==> config.mk <==
export PLATFORM = sky130hd
export DESIGN_NAME = lia_output_ctrl
export DESIGN_NICKNAME = d
export VERILOG_FILES = /design/src/hdl/lia_pkg.sv /design/src/hdl/lia_ann_if.sv /design/src/hdl/lia_annunciator.sv /design/src/hdl/lia_output_ctrl.sv
export SDC_FILE = /design/constraint.sdc
export NUM_CORES = 1
export LEC_CHECK = 0
export ABC_AREA = 1
export BUFFER_PORTS_ARGS = -buffer_cell sky130_fd_sc_hd__buf_2
export CORE_MARGIN = 2
export CORE_UTILIZATION = 40
export DETAILED_ROUTE_END_ITERATION = 8
export PLACE_DENSITY_LB_ADDON = 0.3
export SYNTH_ARGS = -nofsm -noshare
export SYNTH_HDL_FRONTEND = slang
export SYNTH_SLANG_ARGS = --single-unit
==> constraint.sdc <==
create_clock -name mclk -period 12.6 [get_ports mclk]
set_input_delay 1.26 -clock mclk [delete_from_list [all_inputs] [get_ports mclk]]
set_output_delay 1.26 -clock mclk [all_outputs]
set_load 0.01 [all_outputs]
==> src/hdl/lia_pkg.sv <==
// Shared constants for the icon, annunciator and output control block
package lia_pkg;
	// ------------------------------------------------------------
	// Register offsets on the annunciator address port
	// ------------------------------------------------------------
	localparam logic [3:0] LIA_ADDR_ANN_A   = 4'h0;
	localparam logic [3:0] LIA_ADDR_ANN_B   = 4'h1;
	localparam logic [3:0] LIA_ADDR_ANN_C   = 4'h2;
	localparam logic [3:0] LIA_ADDR_DIR     = 4'h4;
	localparam logic [7:0] LIA_REG_RESET    = 8'h00;
	localparam int         LIA_DIR_ROW_BIT  = 1;
	localparam int         LIA_DIR_COL_BIT  = 0;
	localparam int         LIA_LED_LSB      = 0;
	localparam int         LIA_PORT_LSB     = 3;
	localparam int         LIA_NUM_LED      = 3;
	localparam int         LIA_NUM_ANN      = 12;
	localparam int         LIA_ANN_PER_REG  = 4;

	// ------------------------------------------------------------
	// Panel geometry
	// ------------------------------------------------------------
	localparam int         LIA_NUM_ROWS     = 34;
	localparam int         LIA_NUM_COLS     = 60;
	localparam int         LIA_CHAR_ROWS    = 32;
	localparam int         LIA_FONT_W       = 6;
	localparam int         LIA_ICON_SPAN    = 24;
	localparam logic [5:0] LIA_ROW_ICON1    = 6'h20;
	localparam logic [5:0] LIA_ROW_ICON2    = 6'h21;
	localparam logic [5:0] LIA_LAST_COL     = 6'h3b;
	localparam logic [2:0] LIA_LAST_DOT     = 3'h5;
	localparam logic [2:0] LIA_CURSOR_RASTER = 3'h7;
	localparam logic [2:0] LIA_ICON2_BASE   = 3'h4;

	// ------------------------------------------------------------
	// Timing
	// ------------------------------------------------------------
	localparam int         LIA_CLK_MHZ      = 25;
	localparam int         LIA_FRAME_US     = 16000;
	localparam int         LIA_FRAME_CYCLES = LIA_FRAME_US * LIA_CLK_MHZ;
	localparam int         LIA_BLINK_BITS   = 6;

	typedef enum logic [4:0] {
		LIA_ST_IDLE  = 5'h01,
		LIA_ST_CODE  = 5'h02,
		LIA_ST_GLYPH = 5'h04,
		LIA_ST_SHIFT = 5'h08,
		LIA_ST_LATCH = 5'h10
	} lia_state_t;
endpackage

==> src/hdl/lia_ann_if.sv <==
// Carrier between the scan controller and the static annunciator driver
`timescale 1ns/1ps
`default_nettype none
interface lia_ann_if;
	logic       wr_en;
	logic [3:0] wr_addr;
	logic [7:0] wr_data;
	logic       frame_tick;
	logic       blink_phase;

	modport ctrl (
		output wr_en,
		output wr_addr,
		output wr_data,
		output frame_tick,
		output blink_phase
	);
	modport ann (
		input wr_en,
		input wr_addr,
		input wr_data,
		input frame_tick,
		input blink_phase
	);
endinterface
`default_nettype wire

==> src/hdl/lia_annunciator.sv <==
// Static annunciator driver with per-segment blink
`timescale 1ns/1ps
`default_nettype none
module lia_annunciator
	import lia_pkg::*;
(
	input  wire logic                   mclk,
	input  wire logic                   rst,
	input  wire logic                   ce,
	lia_ann_if.ann                      bus,
	output var  logic                   static_icon_backplane,
	output var  logic [LIA_NUM_ANN-1:0] static_icon_drive
);
	// ------------------------------------------------------------
	// Annunciator registers
	// ------------------------------------------------------------
	logic [7:0] ann_reg [3];
	logic [LIA_NUM_ANN-1:0] lit;

	always_ff @(posedge mclk or posedge rst) begin
		if (rst) begin
			ann_reg[0] <= LIA_REG_RESET;
			ann_reg[1] <= LIA_REG_RESET;
			ann_reg[2] <= LIA_REG_RESET;
		end else if (ce && bus.wr_en) begin
			if (bus.wr_addr == LIA_ADDR_ANN_A)
				ann_reg[0] <= bus.wr_data;
			if (bus.wr_addr == LIA_ADDR_ANN_B)
				ann_reg[1] <= bus.wr_data;
			if (bus.wr_addr == LIA_ADDR_ANN_C)
				ann_reg[2] <= bus.wr_data;
		end
	end

	// ------------------------------------------------------------
	// Bit pairs: even bit lights, odd bit blinks
	// ------------------------------------------------------------
	genvar i;
	generate
		for (i = 0; i < LIA_NUM_ANN; i++) begin : g_seg
			localparam int R = i / LIA_ANN_PER_REG;
			localparam int D = 6 - 2 * (i % LIA_ANN_PER_REG);
			assign lit[i] = ann_reg[R][D] &&
				!(ann_reg[R][D+1] && bus.blink_phase);
		end
	endgenerate

	wire next_backplane = bus.frame_tick ? !static_icon_backplane
	                                     : static_icon_backplane;

	// Drive runs in standby so marks stay visible
	always_ff @(posedge mclk or posedge rst) begin
		if (rst) begin
			static_icon_backplane <= 1'b0;
			static_icon_drive     <= '0;
		end else if (ce) begin
			static_icon_backplane <= next_backplane;
			// Same edge as the flip, so a lit mark never loses contrast
			static_icon_drive <= {LIA_NUM_ANN{next_backplane}} ^ lit;
		end
	end
endmodule
`default_nettype wire

==> src/hdl/lia_output_ctrl.sv <==
// Row/column scan, icon mapping, annunciator and lamp outputs
`timescale 1ns/1ps
`default_nettype none
module lia_output_ctrl
	import lia_pkg::*;
#(
	parameter int FRAME_CYCLES = LIA_FRAME_CYCLES
)
(
	input  wire logic                    mclk,
	input  wire logic                    rst,
	input  wire logic                    ce,
	input  wire logic                    ann_wr_en,
	input  wire logic [3:0]              ann_wr_addr,
	input  wire logic [7:0]              ann_wr_data,
	input  wire logic                    led_wr_en,
	input  wire logic [7:0]              led_wr_data,
	input  wire logic                    icon_wr_en,
	input  wire logic [2:0]              icon_wr_addr,
	input  wire logic [7:0]              icon_wr_data,
	input  wire logic                    display_on,
	input  wire logic                    standby,
	input  wire logic                    sleep,
	input  wire logic [1:0]              line_count,
	input  wire logic                    cursor_on,
	input  wire logic                    ext_clk_sel,
	input  wire logic [6:0]              cursor_address_counter,
	output var  logic [6:0]              code_addr,
	input  wire logic [7:0]              code_data,
	output var  logic [11:0]             glyph_addr,
	input  wire logic [5:0]              glyph_data,
	output var  logic [LIA_NUM_ROWS-1:0] row_drive_out,
	output var  logic [LIA_NUM_COLS-1:0] column_drive_out,
	output var  logic                    static_icon_backplane,
	output var  logic [LIA_NUM_ANN-1:0]  static_icon_drive,
	output var  logic [LIA_NUM_LED-1:0]  lamp_out,
	output var  logic [LIA_NUM_LED-1:0]  general_out,
	output var  logic                    osc_enable
);
	// ------------------------------------------------------------
	// Decode functions
	// ------------------------------------------------------------
	function automatic logic [5:0] row_pin(input logic [5:0] row,
	                                       input logic       rev);
		if (row >= LIA_ROW_ICON1)
			row_pin = (rev ^ (row == LIA_ROW_ICON2)) ?
				LIA_ROW_ICON2 : LIA_ROW_ICON1;
		else
			row_pin = rev ? 6'(LIA_CHAR_ROWS - 1 - int'(row)) : row;
	endfunction

	function automatic logic is_icon_row(input logic [5:0] row);
		is_icon_row = (row >= LIA_ROW_ICON1);
	endfunction

	// ------------------------------------------------------------
	// Host-side registers
	// ------------------------------------------------------------
	logic       column_scan_reverse;
	logic       row_scan_reverse;
	logic [5:0] led_and_port_outputs_reg;
	logic [5:0] icon_ram [8];

	always_ff @(posedge mclk or posedge rst) begin
		if (rst) begin
			column_scan_reverse <= 1'b0;
			row_scan_reverse    <= 1'b0;
		end else if (ce && ann_wr_en && ann_wr_addr == LIA_ADDR_DIR) begin
			row_scan_reverse    <= ann_wr_data[LIA_DIR_ROW_BIT];
			column_scan_reverse <= ann_wr_data[LIA_DIR_COL_BIT];
		end
	end

	always_ff @(posedge mclk or posedge rst) begin
		if (rst)
			led_and_port_outputs_reg <= LIA_REG_RESET[5:0];
		else if (ce && led_wr_en)
			led_and_port_outputs_reg <= led_wr_data[5:0];
	end

	// Icon memory has its own write port; scan reads never wait on it
	always_ff @(posedge mclk or posedge rst) begin
		if (rst) begin
			for (int k = 0; k < 8; k++)
				icon_ram[k] <= LIA_REG_RESET[5:0];
		end else if (ce && icon_wr_en) begin
			icon_ram[icon_wr_addr] <= icon_wr_data[5:0];
		end
	end

	always_ff @(posedge mclk or posedge rst) begin
		if (rst) begin
			lamp_out    <= '1;
			general_out <= '0;
			osc_enable  <= 1'b0;
		end else if (ce) begin
			lamp_out    <= ~led_and_port_outputs_reg[LIA_LED_LSB +: LIA_NUM_LED];
			general_out <= led_and_port_outputs_reg[LIA_PORT_LSB +: LIA_NUM_LED];
			osc_enable  <= !standby && !ext_clk_sel;
		end
	end

	// ------------------------------------------------------------
	// Frame timebase and blink phase
	// ------------------------------------------------------------
	logic [23:0]               frame_cnt;
	logic                      frame_tick;
	logic [LIA_BLINK_BITS-1:0] blink_cnt;

	always_ff @(posedge mclk or posedge rst) begin
		if (rst) begin
			frame_cnt  <= '0;
			frame_tick <= 1'b0;
			blink_cnt  <= '0;
		end else if (ce) begin
			frame_tick <= (frame_cnt == 24'(FRAME_CYCLES - 1));
			if (frame_cnt == 24'(FRAME_CYCLES - 1))
				frame_cnt <= '0;
			else
				frame_cnt <= frame_cnt + 24'h000001;
			if (frame_tick)
				blink_cnt <= blink_cnt + 6'h01;
		end
	end

	// ------------------------------------------------------------
	// Static annunciator driver
	// ------------------------------------------------------------
	lia_ann_if ann_bus ();

	assign ann_bus.wr_en       = ann_wr_en;
	assign ann_bus.wr_addr     = ann_wr_addr;
	assign ann_bus.wr_data     = ann_wr_data;
	assign ann_bus.frame_tick  = frame_tick;
	assign ann_bus.blink_phase = blink_cnt[LIA_BLINK_BITS-1];

	lia_annunciator u_ann (
		.mclk                  (mclk),
		.rst                   (rst),
		.ce                    (ce),
		.bus                   (ann_bus.ann),
		.static_icon_backplane (static_icon_backplane),
		.static_icon_drive     (static_icon_drive)
	);

	// ------------------------------------------------------------
	// Scan datapath decode
	// ------------------------------------------------------------
	lia_state_t  state;
	logic [5:0]  row;
	logic [5:0]  col;
	logic [2:0]  dot;
	logic [3:0]  chr;
	logic [5:0]  pat;
	logic [LIA_NUM_COLS-1:0] shreg;

	wire         display_active = display_on && !standby && !sleep;
	wire  [5:0]  last_char_row  = {1'b0, line_count, 3'h7};
	wire  [6:0]  next_code_addr = {1'b0, row[4:3], 4'(chr + 4'h1)};
	wire  [5:0]  icon_k         = (col < 6'(LIA_ICON_SPAN)) ? col :
	                              (col < 6'(2 * LIA_ICON_SPAN)) ?
	                              6'(col - 6'(LIA_ICON_SPAN)) :
	                              6'(col - 6'(2 * LIA_ICON_SPAN));
	wire  [2:0]  icon_word      = (row == LIA_ROW_ICON2 ? LIA_ICON2_BASE : 3'h0)
	                              + 3'(icon_k / 6'(LIA_FONT_W));
	wire  [2:0]  icon_bit       = 3'(5 - int'(icon_k % 6'(LIA_FONT_W)));
	wire  [5:0]  icon_sel       = icon_ram[icon_word];
	wire         scan_bit       = is_icon_row(row) ? icon_sel[icon_bit]
	                                               : pat[3'h5 - dot];
	wire         cursor_here    = cursor_on &&
	                              code_addr == cursor_address_counter &&
	                              row[2:0] == LIA_CURSOR_RASTER;
	wire  [LIA_NUM_COLS-1:0] next_shreg = column_scan_reverse ?
	                              {shreg[LIA_NUM_COLS-2:0], scan_bit} :
	                              {scan_bit, shreg[LIA_NUM_COLS-1:1]};
	wire  [5:0]  next_row       = (row == last_char_row) ? LIA_ROW_ICON1
	                                                     : row + 6'h01;

	// ------------------------------------------------------------
	// Scan state machine
	// ------------------------------------------------------------
	always_ff @(posedge mclk or posedge rst) begin
		if (rst) begin
			state      <= LIA_ST_IDLE;
			row        <= '0;
			col        <= '0;
			dot        <= '0;
			chr        <= '0;
			pat        <= '0;
			shreg      <= '0;
			code_addr  <= '0;
			glyph_addr <= '0;
		end else if (ce) begin
			if (!display_active) begin
				state <= LIA_ST_IDLE;
			end else begin
				case (state)
				LIA_ST_IDLE: begin
					row       <= '0;
					col       <= '0;
					dot       <= '0;
					chr       <= '0;
					code_addr <= '0;
					if (frame_tick)
						state <= LIA_ST_CODE;
				end
				LIA_ST_CODE: begin
					// Code for code_addr is on code_data this cycle
					glyph_addr <= {code_data, 1'b0, row[2:0]};
					state      <= LIA_ST_GLYPH;
				end
				LIA_ST_GLYPH: begin
					pat   <= glyph_data | {6{cursor_here}};
					dot   <= '0;
					state <= LIA_ST_SHIFT;
				end
				LIA_ST_SHIFT: begin
					shreg <= next_shreg;
					col   <= col + 6'h01;
					dot   <= (dot == LIA_LAST_DOT) ? 3'h0 : dot + 3'h1;
					if (col == LIA_LAST_COL) begin
						state <= LIA_ST_LATCH;
					end else if (!is_icon_row(row) && dot == LIA_LAST_DOT) begin
						chr       <= chr + 4'h1;
						code_addr <= next_code_addr;
						state     <= LIA_ST_CODE;
					end
				end
				LIA_ST_LATCH: begin
					col <= '0;
					dot <= '0;
					chr <= '0;
					row <= next_row;
					if (row == LIA_ROW_ICON2) begin
						state <= LIA_ST_IDLE;
					end else begin
						code_addr <= {1'b0, next_row[4:3], 4'h0};
						// Icon rows need no fetch, so shifting starts at once
						state <= is_icon_row(next_row) ? LIA_ST_SHIFT
						                               : LIA_ST_CODE;
					end
				end
				default: state <= LIA_ST_IDLE;
				endcase
			end
		end
	end

	// ------------------------------------------------------------
	// Driver outputs
	// ------------------------------------------------------------
	// All-ones stands for supply level on every driver
	always_ff @(posedge mclk or posedge rst) begin
		if (rst) begin
			row_drive_out    <= '1;
			column_drive_out <= '1;
		end else if (ce) begin
			if (!display_active) begin
				row_drive_out    <= '1;
				column_drive_out <= '1;
			end else if (state == LIA_ST_LATCH) begin
				column_drive_out <= next_shreg_hold(shreg);
				row_drive_out    <= LIA_NUM_ROWS'(1) <<
					row_pin(row, row_scan_reverse);
			end else if (state == LIA_ST_IDLE && row_drive_out == '1) begin
				row_drive_out    <= '0;
				column_drive_out <= '0;
			end
		end
	end

	function automatic logic [LIA_NUM_COLS-1:0] next_shreg_hold(
		input logic [LIA_NUM_COLS-1:0] v);
		next_shreg_hold = v;
	endfunction
endmodule
`default_nettype wire

==> run summary, run 1 <==
Hold-fix buffers, CTS -> 0
worst skew pair latency -> 510 ps
PostCTS Resize Cnt -> 0
fillers -> 3765
unrepaired setup endpoints after global routing -> false
Final nets -> 2113
input/output buffers -> 191
buffers inserted by post-CTS timing repair -> 0
Clock Path Buffers -> 3
Worst setup SP type -> flop
top cell type's share of synthesized area -> 37.43%
IO Pins -> 198
Hold Path Class -> flop to flop
GRT Util Overall -> 18.79%
Synth cell types -> 53
drt pass-1 iters -> 5
total vias in the final route -> 13.11k
Largest regs -> column_drive_out x60, shreg x60, icon_ram x48
Die Y -> 201.8 µm
routed wire length -> 38440 µm
met1 Use GR -> 25.90%
Post-synth EDFFs -> 0
FMAX -> 0.2206 GHz
post-synthesis sequential area ratio -> 53.90%
CP Max Fanout -> 25
leakage -> 8.520 nW
grt peak-use layer -> met2
async set-or-reset flop fraction in the synthesized netlist -> 100.0%
# rows -> 72
die width -> 201.8 µm
Setup TNS Final -> 0 ps
CP Cell Sequence -> inv_2, ha_1, a21oi_2, inv_2, nand2_1, inv_1, ha_1, inv_1, nand2_1, nand3_2, o21ai_2, nand3_1, nand2_4, nand2_1, nand3_1, nand3_1, nand3_1, nand3_1, nand3_1, nand2_1, nand2_1, nand2_1, nand2_1, nand2_1
total clock sinks -> 332
worst-margin pin slew -> 1313 ps
Syn Std Cell Area -> 15640 µm²
arrival time worst endpoint -> 4930 ps
clock skew -> 8.619 ps
most frequent CP cell -> nand2_1
Max-cap violations -> 0
slowest cell on the critical path -> nand3_1
met3 track utilization from global routing -> 3.110%
vias in the first global route -> 12.82k
grt total ovfl -> 0
Clock Tree Root -> clkbuf_16
Yosys warnings -> 0
commonest non-fill, non-tap cell in the layout -> nand2_1
wire length per cell -> 14.92 µm
Synth Flop Type -> dfrtp_1
DR DRC count -> 0
Max Slew Vio Count -> 0
CTS buffer count -> 38
share of layout cells above drive strength 1 -> 19.57%
min Tclk post-route -> 4532 ps
Post-DRT Antenna Nets -> 0
status -> complete, no violations
Top delay family on crit path -> simple AND/OR/NAND/NOR gates
Synth Area per Inst -> 8.347 µm²
Final Hold Fails -> 0
VDD IR max -> 0.0001061 V
Yosys reg bits -> 332
cells after synthesis -> 1874
Synth area leaders -> dfrtp_1 37%, dfstp_2 16%, nand2_1 14%, o21ai_0 6.0%, nor2_1 4.0%
CP Capture Type -> flop
share of the cycle needed by the critical path after routing -> 35.97%
Die ar. -> 40710 µm²
gpl congestion -> 0.8734
critical path class -> flop to flop
Synth area leader -> dfrtp_1
Max-slew headroom -> 12.39%
core area -> 38650 µm²
Critical path buffers and inverters -> 4
Clock Pin Slew Worst Setup and Hold Paths -> 60 ps
antenna cell count -> 0
via/cell ratio -> 5.089
synth-to-layout area growth -> 16.32%
# setup viols final -> 0
Post-DP HPWL -> 25460 µm
CTS tree -> done
worst path required time -> 13000 ps
global-route wire length before repair -> 64110 µm
met2 Usage GRT -> 31.08%
non-filler cells, final -> 2577
Clock H-tree levels -> 2
most frequent cells in the layout -> 569 x nand2_1, 233 x dfrtp_1, 191 x buf_2, 186 x o21ai_0, 164 x nor2_1
initial core utilization -> 40.48%
placed cells -> 2510
Pwr Density -> 158.3 nW/µm²
Iter 0 DRT Violations -> 890
initial antenna violation count -> 0
crit-path max cell delay -> 810 ps
largest net degree at the start of global routing -> 118
layer usage:
metal | vias up | wire [µm]
met1 | 6334 | 18090
met2 | 308 | 17790
met4 | 0 | 654
met3 | 54 | 1898
li1 | 6418 | -
met5 | - | 0
layout make-up:
type | instances | area, µm² | share of cell area, %
clock buffer | 61 | 1160 | 6.375
clock inverter | 6 | 36.28 | 0.1994
inverter | 142 | 540.5 | 2.971
multi-input combinational | 1316 | 6340 | 34.84
sequential | 332 | 8432 | 46.34
tap | 518 | 648.1 | 3.562
timing repair buffer | 202 | 1039 | 5.708
kinds of logic (layout without fill, tap and decap cells):
group | count (synthesis) | after routing | synth area share, %
adder cells (fa/ha/maj) | 16 | 16 | 1.280
buffers and inverters | 227 | 411 | 5.703
other | 1 | 2 | 0.02397
AND/OR/NAND/NOR | 918 | 918 | 24.39
multiplexers | 14 | 14 | 1.008
flip-flops | 332 | 332 | 53.90
AO/OA/AOI/OAI | 325 | 325 | 11.41
XOR/XNOR | 41 | 41 | 2.296
synth_stat cells (4+ instances only):
master and instances:
inv_2 7, ha_1 16, o211ai_1 4, inv_1 131
clkbuf_1 69, a21oi_1 54, a31oi_1 55, buf_4 4
nand2_1 569, dfstp_2 98, buf_2 8, o22ai_1 4
nand2_2 9, nor4_1 11, dfrtp_1 234, o21ai_0 186
nand3_2 4, clkinv_1 4, nor2_1 166, xnor2_1 10
mux2_2 14, xor2_1 31, nand4_1 21, nand3_1 89
nand3b_1 15, nor3_1 24
path summary, 6_finish.rpt:
kind                       slack [ps]  cells after the start                                    start                                       to
setup / recovery                 8070                     24                       col[5]$_DFFE_PP0P_                     shreg[0]$_DFFE_PP0P_
hold / removal                    430                      1  led_and_port_outputs_reg[0]$_DFFE_PP0P_                  lamp_out[0]$_DFFE_PP1P_
setup reg to reg                 8070                     24                       col[5]$_DFFE_PP0P_                     shreg[0]$_DFFE_PP0P_
hold reg to reg                   430                      1  led_and_port_outputs_reg[0]$_DFFE_PP0P_                  lamp_out[0]$_DFFE_PP1P_
max in group asynchronous       10040                      3                                      rst                       pat[0]$_DFFE_PP0P_
min in group asynchronous         910                      2                                      rst  led_and_port_outputs_reg[1]$_DFFE_PP0P_
power by group:
| part | switching, mW | internal, mW |
|---|---|---|
| combinational | 0.339 | 0.186 |
| clock | 0.429 | 0.629 |
| sequential | 0.0852 | 1.21 |
through the flow:
step           hold slack (ps)  power, mW  utilization, %  setup WS (ps)  cell area [µm²]
6_report                 431.1      2.880           47.08           8068            18200
3_5_place_dp             436.0      1.839           43.98           7529            17000
5_1_grt                  443.8      3.048           47.08           7618            18200
2_1_floorplan            399.9      1.677               -           2306            15650
4_1_cts                  431.9      2.915           47.08           8073            18200
3_3_place_gp             408.2      1.825           43.98           7520            17000
Power figures use the tool's default switching activity.
==> run 2, diff against run 1 <==
clock period = 4.67 ns   (was 12.6 ns; I/O delays follow)
==> run 2 against run 1 <==
Effect of this change:
- global-route usage rose by 0.56 points
- combinational power increased to 2.7 times the previous value
- utilization up 0.084 points
- first-iteration DRC count decreased by 1.9%
- register-to-register slack worse by 7400 ps
- critical path depth up 2
- worst setup slack worse by 7400 ps
- die area stayed put
- count of clock-buffer cells in the layout decreased by 1
- via count decreased by 0.42%
- critical path type unchanged
- critical endpoint unchanged
==> run summary, run 2 (synthesized netlist as in run 1, its figures left out) <==
Max Slew Vio Count -> 0
Die ar. -> 40710 µm²
Worst setup SP type -> flop
initial core utilization -> 40.48%
CTS buffer count -> 38
critical path class -> flop to flop
die width -> 201.8 µm
GRT Util Overall -> 19.35%
Die Y -> 201.8 µm
min Tclk post-route -> 3971 ps
Hold-fix buffers, CTS -> 0
IO Pins -> 198
via/cell ratio -> 5.054
share of the cycle needed by the critical path after routing -> 85.03%
commonest non-fill, non-tap cell in the layout -> nand2_1
arrival time worst endpoint -> 4400 ps
total vias in the final route -> 13.06k
Clock H-tree levels -> 2
VDD IR max -> 0.0002284 V
total clock sinks -> 332
Max-slew headroom -> 29.32%
leakage -> 8.530 nW
worst-margin pin slew -> 1060 ps
buffers inserted by post-CTS timing repair -> 0
Clock Tree Root -> clkbuf_16
antenna cell count -> 0
DR DRC count -> 0
gpl congestion -> 0.8699
# rows -> 72
Clock Path Buffers -> 3
Pwr Density -> 424.2 nW/µm²
Clock Pin Slew Worst Setup and Hold Paths -> 60 ps
Post-DP HPWL -> 26370 µm
Largest regs -> column_drive_out x60, shreg x60, icon_ram x48
CTS tree -> done
input/output buffers -> 191
share of layout cells above drive strength 1 -> 19.75%
synth-to-layout area growth -> 16.53%
drt pass-1 iters -> 5
FMAX -> 0.2518 GHz
worst path required time -> 5090 ps
Post-DRT Antenna Nets -> 0
Hold Path Class -> input pin to async pin
CP Max Fanout -> 13
vias in the first global route -> 12.79k
core area -> 38650 µm²
Final nets -> 2118
Iter 0 DRT Violations -> 873
most frequent cells in the layout -> 569 x nand2_1, 233 x dfrtp_1, 191 x buf_2, 186 x o21ai_0, 164 x nor2_1
unrepaired setup endpoints after global routing -> false
# setup viols final -> 0
Design Power -> 7.731 mW
post-layout util -> 47.16%
wire length per cell -> 15.06 µm
Max-cap violations -> 0
Final Hold Fails -> 0
status -> complete, no violations
grt total ovfl -> 0
clock skew -> 12.18 ps
routed wire length -> 38910 µm
initial antenna violation count -> 0
worst skew pair latency -> 540 ps
global-route wire length before repair -> 65200 µm
largest net degree at the start of global routing -> 142
CP Capture Type -> flop
PostCTS Resize Cnt -> 0
run 2: changes by cell type in the layout (fill, tap and decap cells not counted), sizes merged:
cell and change:
buf +5, clkinvlp +1, clkinv +4, clkbuf -1, inv -2
run 2: layout make-up:
| class | count | area, µm² |
|---|---|---|
| multi-input cells | 1316 | 6340 |
| inverters | 142 | 536.8 |
| clock inverters | 9 | 55.05 |
| fillers | 3742 | 20420 |
| well taps | 518 | 648.1 |
| clock buffers | 60 | 1115 |
| repair buffers | 207 | 1101 |
| flip-flops and latches | 332 | 8432 |
run 2: report_power, final:
| group | internal, mW | switching, mW | total (mW) |
|---|---|---|---|
| clock network | 1.64 | 1.17 | 2.81 |
| registers | 3.27 | 0.237 | 3.50 |
| logic | 0.505 | 0.911 | 1.42 |
run 2: worst max-delay path, cell delays in order, from the launching register on:
cell,delay [ps]
dfrtp_1,460
inv_2,90
ha_1,200
a21oi_2,230
inv_2,100
nand2_1,120
inv_1,60
ha_1,270
inv_1,30
nand2_1,80
nand3_2,140
o21ai_2,190
nand2_1,110
nand2_1,90
nand2_1,290
inv_1,440
nand3_1,130
nand3_1,130
nand3_1,80
nand3b_1,100
nand2_1,60
inv_2,50
nand2_1,60
nand2_1,150
nand2_1,70
nand2_1,80
nand2_1,50
run 2: per-layer routing:
| layer | track usage, % | vias up | part of all wire, % | wire length, µm |
|---|---|---|---|---|
| met5 | 0 | - | 0 | 0 |
| met4 | 5.593 | 0 | 2.0 | 759 |
| met3 | 3.709 | 49 | 5.9 | 2293 |
| met2 | 31.31 | 351 | 46 | 17970 |
| met1 | 26.52 | 6225 | 46 | 17890 |
| li1 | - | 6434 | - | - |
run 2: final timing paths:
| check | from | end | slack [ps] | cells after the start |
|---|---|---|---|---|
| max in group asynchronous | rst | shreg[40]$_DFFE_PP0P_ | 3370 | 3 |
| setup / recovery | col[5]$_DFFE_PP0P_ | shreg[0]$_DFFE_PP0P_ | 700 | 26 |
| min in group mclk | ext_clk_sel | osc_enable$_DFFE_PP0P_ | 110 | 2 |
| setup reg to reg | col[5]$_DFFE_PP0P_ | shreg[0]$_DFFE_PP0P_ | 700 | 26 |
| hold reg to reg | led_and_port_outputs_reg[2]$_DFFE_PP0P_ | lamp_out[2]$_DFFE_PP1P_ | 440 | 1 |
| hold / removal | rst | chr[3]$_DFFE_PP0P_ | 100 | 2 |
run 2: metrics by stage:
step           instances  instance area (µm²)  setup TNS [ps]  setup WS, ps  hold slack [ps]
2_1_floorplan       1875                15650          -35480        -151.6            399.9
3_3_place_gp        2515                17060               0         828.2            411.9
3_5_place_dp        2515                17060               0         722.9            439.4
4_1_cts             2584                18230               0         708.1            82.81
5_1_grt             2584                18230               0         250.6            89.55
6_report            2584                18230               0         699.0            95.40
==> run 3, diff against run 2 <==
ABC_AREA = 0   (was 1)
BUFFER_PORTS_ARGS = default   (was -buffer_cell sky130_fd_sc_hd__buf_2)
DONT_BUFFER_PORTS = 1   (was default)
==> run 3 against run 2 <==
Effect of this change:
- flip-flop and latch count unchanged
- fmax down 8.2%
- utilization down 1.7 points
- critical path type unchanged
- critical path depth down 8
- combinational power down 45%
- worst setup slack worse by 350 ps
- highest routed layer unchanged
- register-to-register slack worse by 350 ps
- power down 4.8%
- cell count down 20%
==> run summary, run 3 <==
VDD IR max -> 0.0003086 V
area of the multi-input gates -> 6955 µm²
CP Cell Sequence -> ha_1, nand2b_1, a31oi_1, or2_4, inv_2, ha_1, inv_1, a211oi_2, nand3_1, o211ai_4, buf_12, mux2i_1, a221oi_1, nand2_1, a211oi_1, a311oi_1, buf_4, o31ai_1
die width -> 202.6 µm
largest net degree at the start of global routing -> 137
total vias in the final route -> 11.10k
initial core utilization -> 40.64%
CTS tree -> done
initial antenna violation count -> 0
worst path required time -> 5110 ps
drt pass-1 iters -> 6
cells after synthesis -> 1541
hold-critical path depth -> 1
switching power -> 1.911 mW
CTS buffer count -> 39
Clock Path Buffers -> 3
Synth Flop Type -> dfrtp_1
core area -> 38830 µm²
buffers inserted by post-CTS timing repair -> 0
antenna cell count -> 0
Final WS setup -> 344.5 ps
FF+latch area -> 8434 µm²
grt total ovfl -> 0
Die Y -> 202.6 µm
share of layout cells above drive strength 1 -> 20.70%
GRT Util Overall -> 17.93%
Final Hold Fails -> 0
routed wire length -> 36890 µm
most common cell in the netlist -> dfrtp_1
global-route wire length before repair -> 59550 µm
crit-path max cell delay -> 470 ps
Worst Reg2Reg Path Length in Cells -> 18
vias in the first global route -> 10.89k
Synth cell types -> 69
Largest regs -> column_drive_out x60, shreg x60, icon_ram x48
Pwr Density -> 417.2 nW/µm²
Post-DRT Antenna Nets -> 0
wire length per cell -> 17.83 µm
Yosys warnings -> 0
unrepaired setup endpoints after global routing -> false
Clk pwr share -> 40.8%
top cell type's share of synthesized area -> 37.11%
Synth area leaders -> dfrtp_1 37%, dfstp_2 16%, mux2_2 7.9%, nand2_1 5.0%, mux2i_1 4.9%
critical path class -> flop to flop
synth-to-layout area growth -> 11.80%
min Tclk post-route -> 4325 ps
async set-or-reset flop fraction in the synthesized netlist -> 100.0%
IO Pins -> 198
Sequential Power Share -> 48.7%
fillers -> 3615
leakage -> 7.614 nW
Max Slew Vio Count -> 0
Iter 0 DRT Violations -> 617
CP Capture Type -> flop
Die ar. -> 41050 µm²
DP Worst Slack -> 268.3 ps
DR DRC count -> 0
CP Max Fanout -> 26
Clock Pin Slew Worst Setup and Hold Paths -> 60 ps
Yosys reg bits -> 332
Sw Ratio -> 25.96%
input/output buffers -> 0
worst skew pair latency -> 540 ps
Fin Hold WS -> 33.07 ps
slowest cell on the critical path -> dfrtp_1
Final nets -> 1603
worst-margin pin slew -> 1236 ps
via/cell ratio -> 5.366
Max-slew headroom -> 16.99%
internal power -> 5.449 mW
arrival time worst endpoint -> 4770 ps
non-filler cells, final -> 2069
Hold Path Class -> input pin to flop
share of the cycle needed by the critical path after routing -> 92.62%
# rows -> 72
Comb pwr share -> 10.5%
status -> complete, no violations
Worst setup SP type -> flop
total clock sinks -> 332
Syn Std Cell Area -> 15780 µm²
Post-DP HPWL -> 24830 µm
Clock Tree Root -> clkbuf_16
Synth area leader -> dfrtp_1
post-synthesis sequential area ratio -> 53.43%
post-layout util -> 45.43%
placed cells -> 1997
gpl congestion -> 0.8208
Synth Area per Inst -> 10.24 µm²
clock skew -> 15.09 ps
Commonest cells post-synth -> 234 x dfrtp_1, 210 x nand2_1, 163 x nor2_1
most frequent cells in the layout -> 233 x dfrtp_1, 209 x nand2_1, 163 x nor2_1, 146 x o21ai_0, 110 x mux2_2
# setup viols final -> 0
most frequent CP cell -> ha_1
Post-synth EDFFs -> 0
Clock H-tree levels -> 2
Max-cap violations -> 0
commonest non-fill, non-tap cell in the layout -> dfrtp_1
FMAX -> 0.2312 GHz
run 3: changes by cell type in the layout (fill, tap and decap cells not counted), sizes merged, moves of 36 or more:
cell,previous run,this run
nand2,580,210
mux2i,0,77
a31oi,55,9
o21ai,189,148
a21oi,55,91
buf,207,22
nand3,93,35
mux2,14,110
inv,137,27
run 3: cells by family (layout without fill, tap and decap cells):
| family | Yosys count | count (layout) | share of synthesized area [%] |
|---|---|---|---|
| buf+inv | 113 | 122 | 2.878 |
| other cells | 1 | 2 | 0.02377 |
| mux | 188 | 188 | 12.88 |
| fa+ha+maj | 17 | 17 | 1.332 |
| compound gates | 315 | 315 | 11.74 |
| flops | 332 | 332 | 53.43 |
| simple gates | 514 | 514 | 14.34 |
| xor+xnor | 61 | 61 | 3.386 |
run 3: path summary, 6_finish.rpt:
check / from / to / slack, ps
max: col[4]$_DFFE_PP0P_ / shreg[59]$_DFFE_PP0P_ / 340
min: standby / osc_enable$_DFFE_PP0P_ / 30
max reg2reg: col[4]$_DFFE_PP0P_ / shreg[59]$_DFFE_PP0P_ / 340
min reg2reg: led_and_port_outputs_reg[2]$_DFFE_PP0P_ / lamp_out[2]$_DFFE_PP1P_ / 420
max in group asynchronous: rst / column_scan_reverse$_DFFE_PP0P_ / 3110
min in group asynchronous: rst / icon_ram[25]$_DFFE_PP0P_ / 470
run 3: routing by layer:
| layer | wire, µm | part of all wire (%) | track usage [%] | vias up |
|---|---|---|---|---|
| met4 | 786 | 2.1 | 5.605 | 0 |
| met5 | 0 | 0 | 0 | - |
| met2 | 16890 | 46 | 28.28 | 289 |
| met1 | 16670 | 45 | 24.22 | 5416 |
| met3 | 2541 | 6.9 | 4.655 | 58 |
| li1 | - | - | - | 5340 |
run 3: power groups by stage:
stage | sequential, mW | combinational [mW] | clock (mW)
floorplan | 3.51 | 0.679 | 0
global placement | 3.63 | 0.753 | 0
detailed placement | 3.63 | 0.781 | 0
CTS | 3.59 | 0.784 | 3.10
global route | 3.62 | 0.873 | 3.21
finish | 3.58 | 0.775 | 3.00
run 3: stage by stage:
step / instance area (µm²) / total power, mW / setup TNS (ps)
2_1_floorplan: 15790 / 4.185 / -35480
3_3_place_gp: 16350 / 4.380 / 0
3_5_place_dp: 16350 / 4.413 / 0
4_1_cts: 17640 / 7.470 / 0
5_1_grt: 17640 / 7.711 / 0
6_report: 17640 / 7.360 / 0
run 3: timing repair:
action	in CTS	in global routing
endpoints found under the setup margin	0	2
hold buffers	2	0
resized for setup	0	1
endpoints found under the hold margin	21	0
run 3: layout make-up:
| cell class | instances | area share [%] |
|---|---|---|
| multi-input cells | 1097 | 39.43 |
| clock inverters | 11 | 0.6667 |
| inverters | 28 | 0.6171 |
| flip-flops and latches | 332 | 47.81 |
| repair buffers | 24 | 1.263 |
| clock buffers | 59 | 6.539 |
| well taps | 518 | 3.674 |
run 3: worst max-delay path: cells and delay by family (launching register included):
kind,cells,cell delay [ps]
compound gates,7,1730
buf+inv,4,570
simple gates,4,720
fa+ha+maj,2,630
flops,1,470
mux,1,100
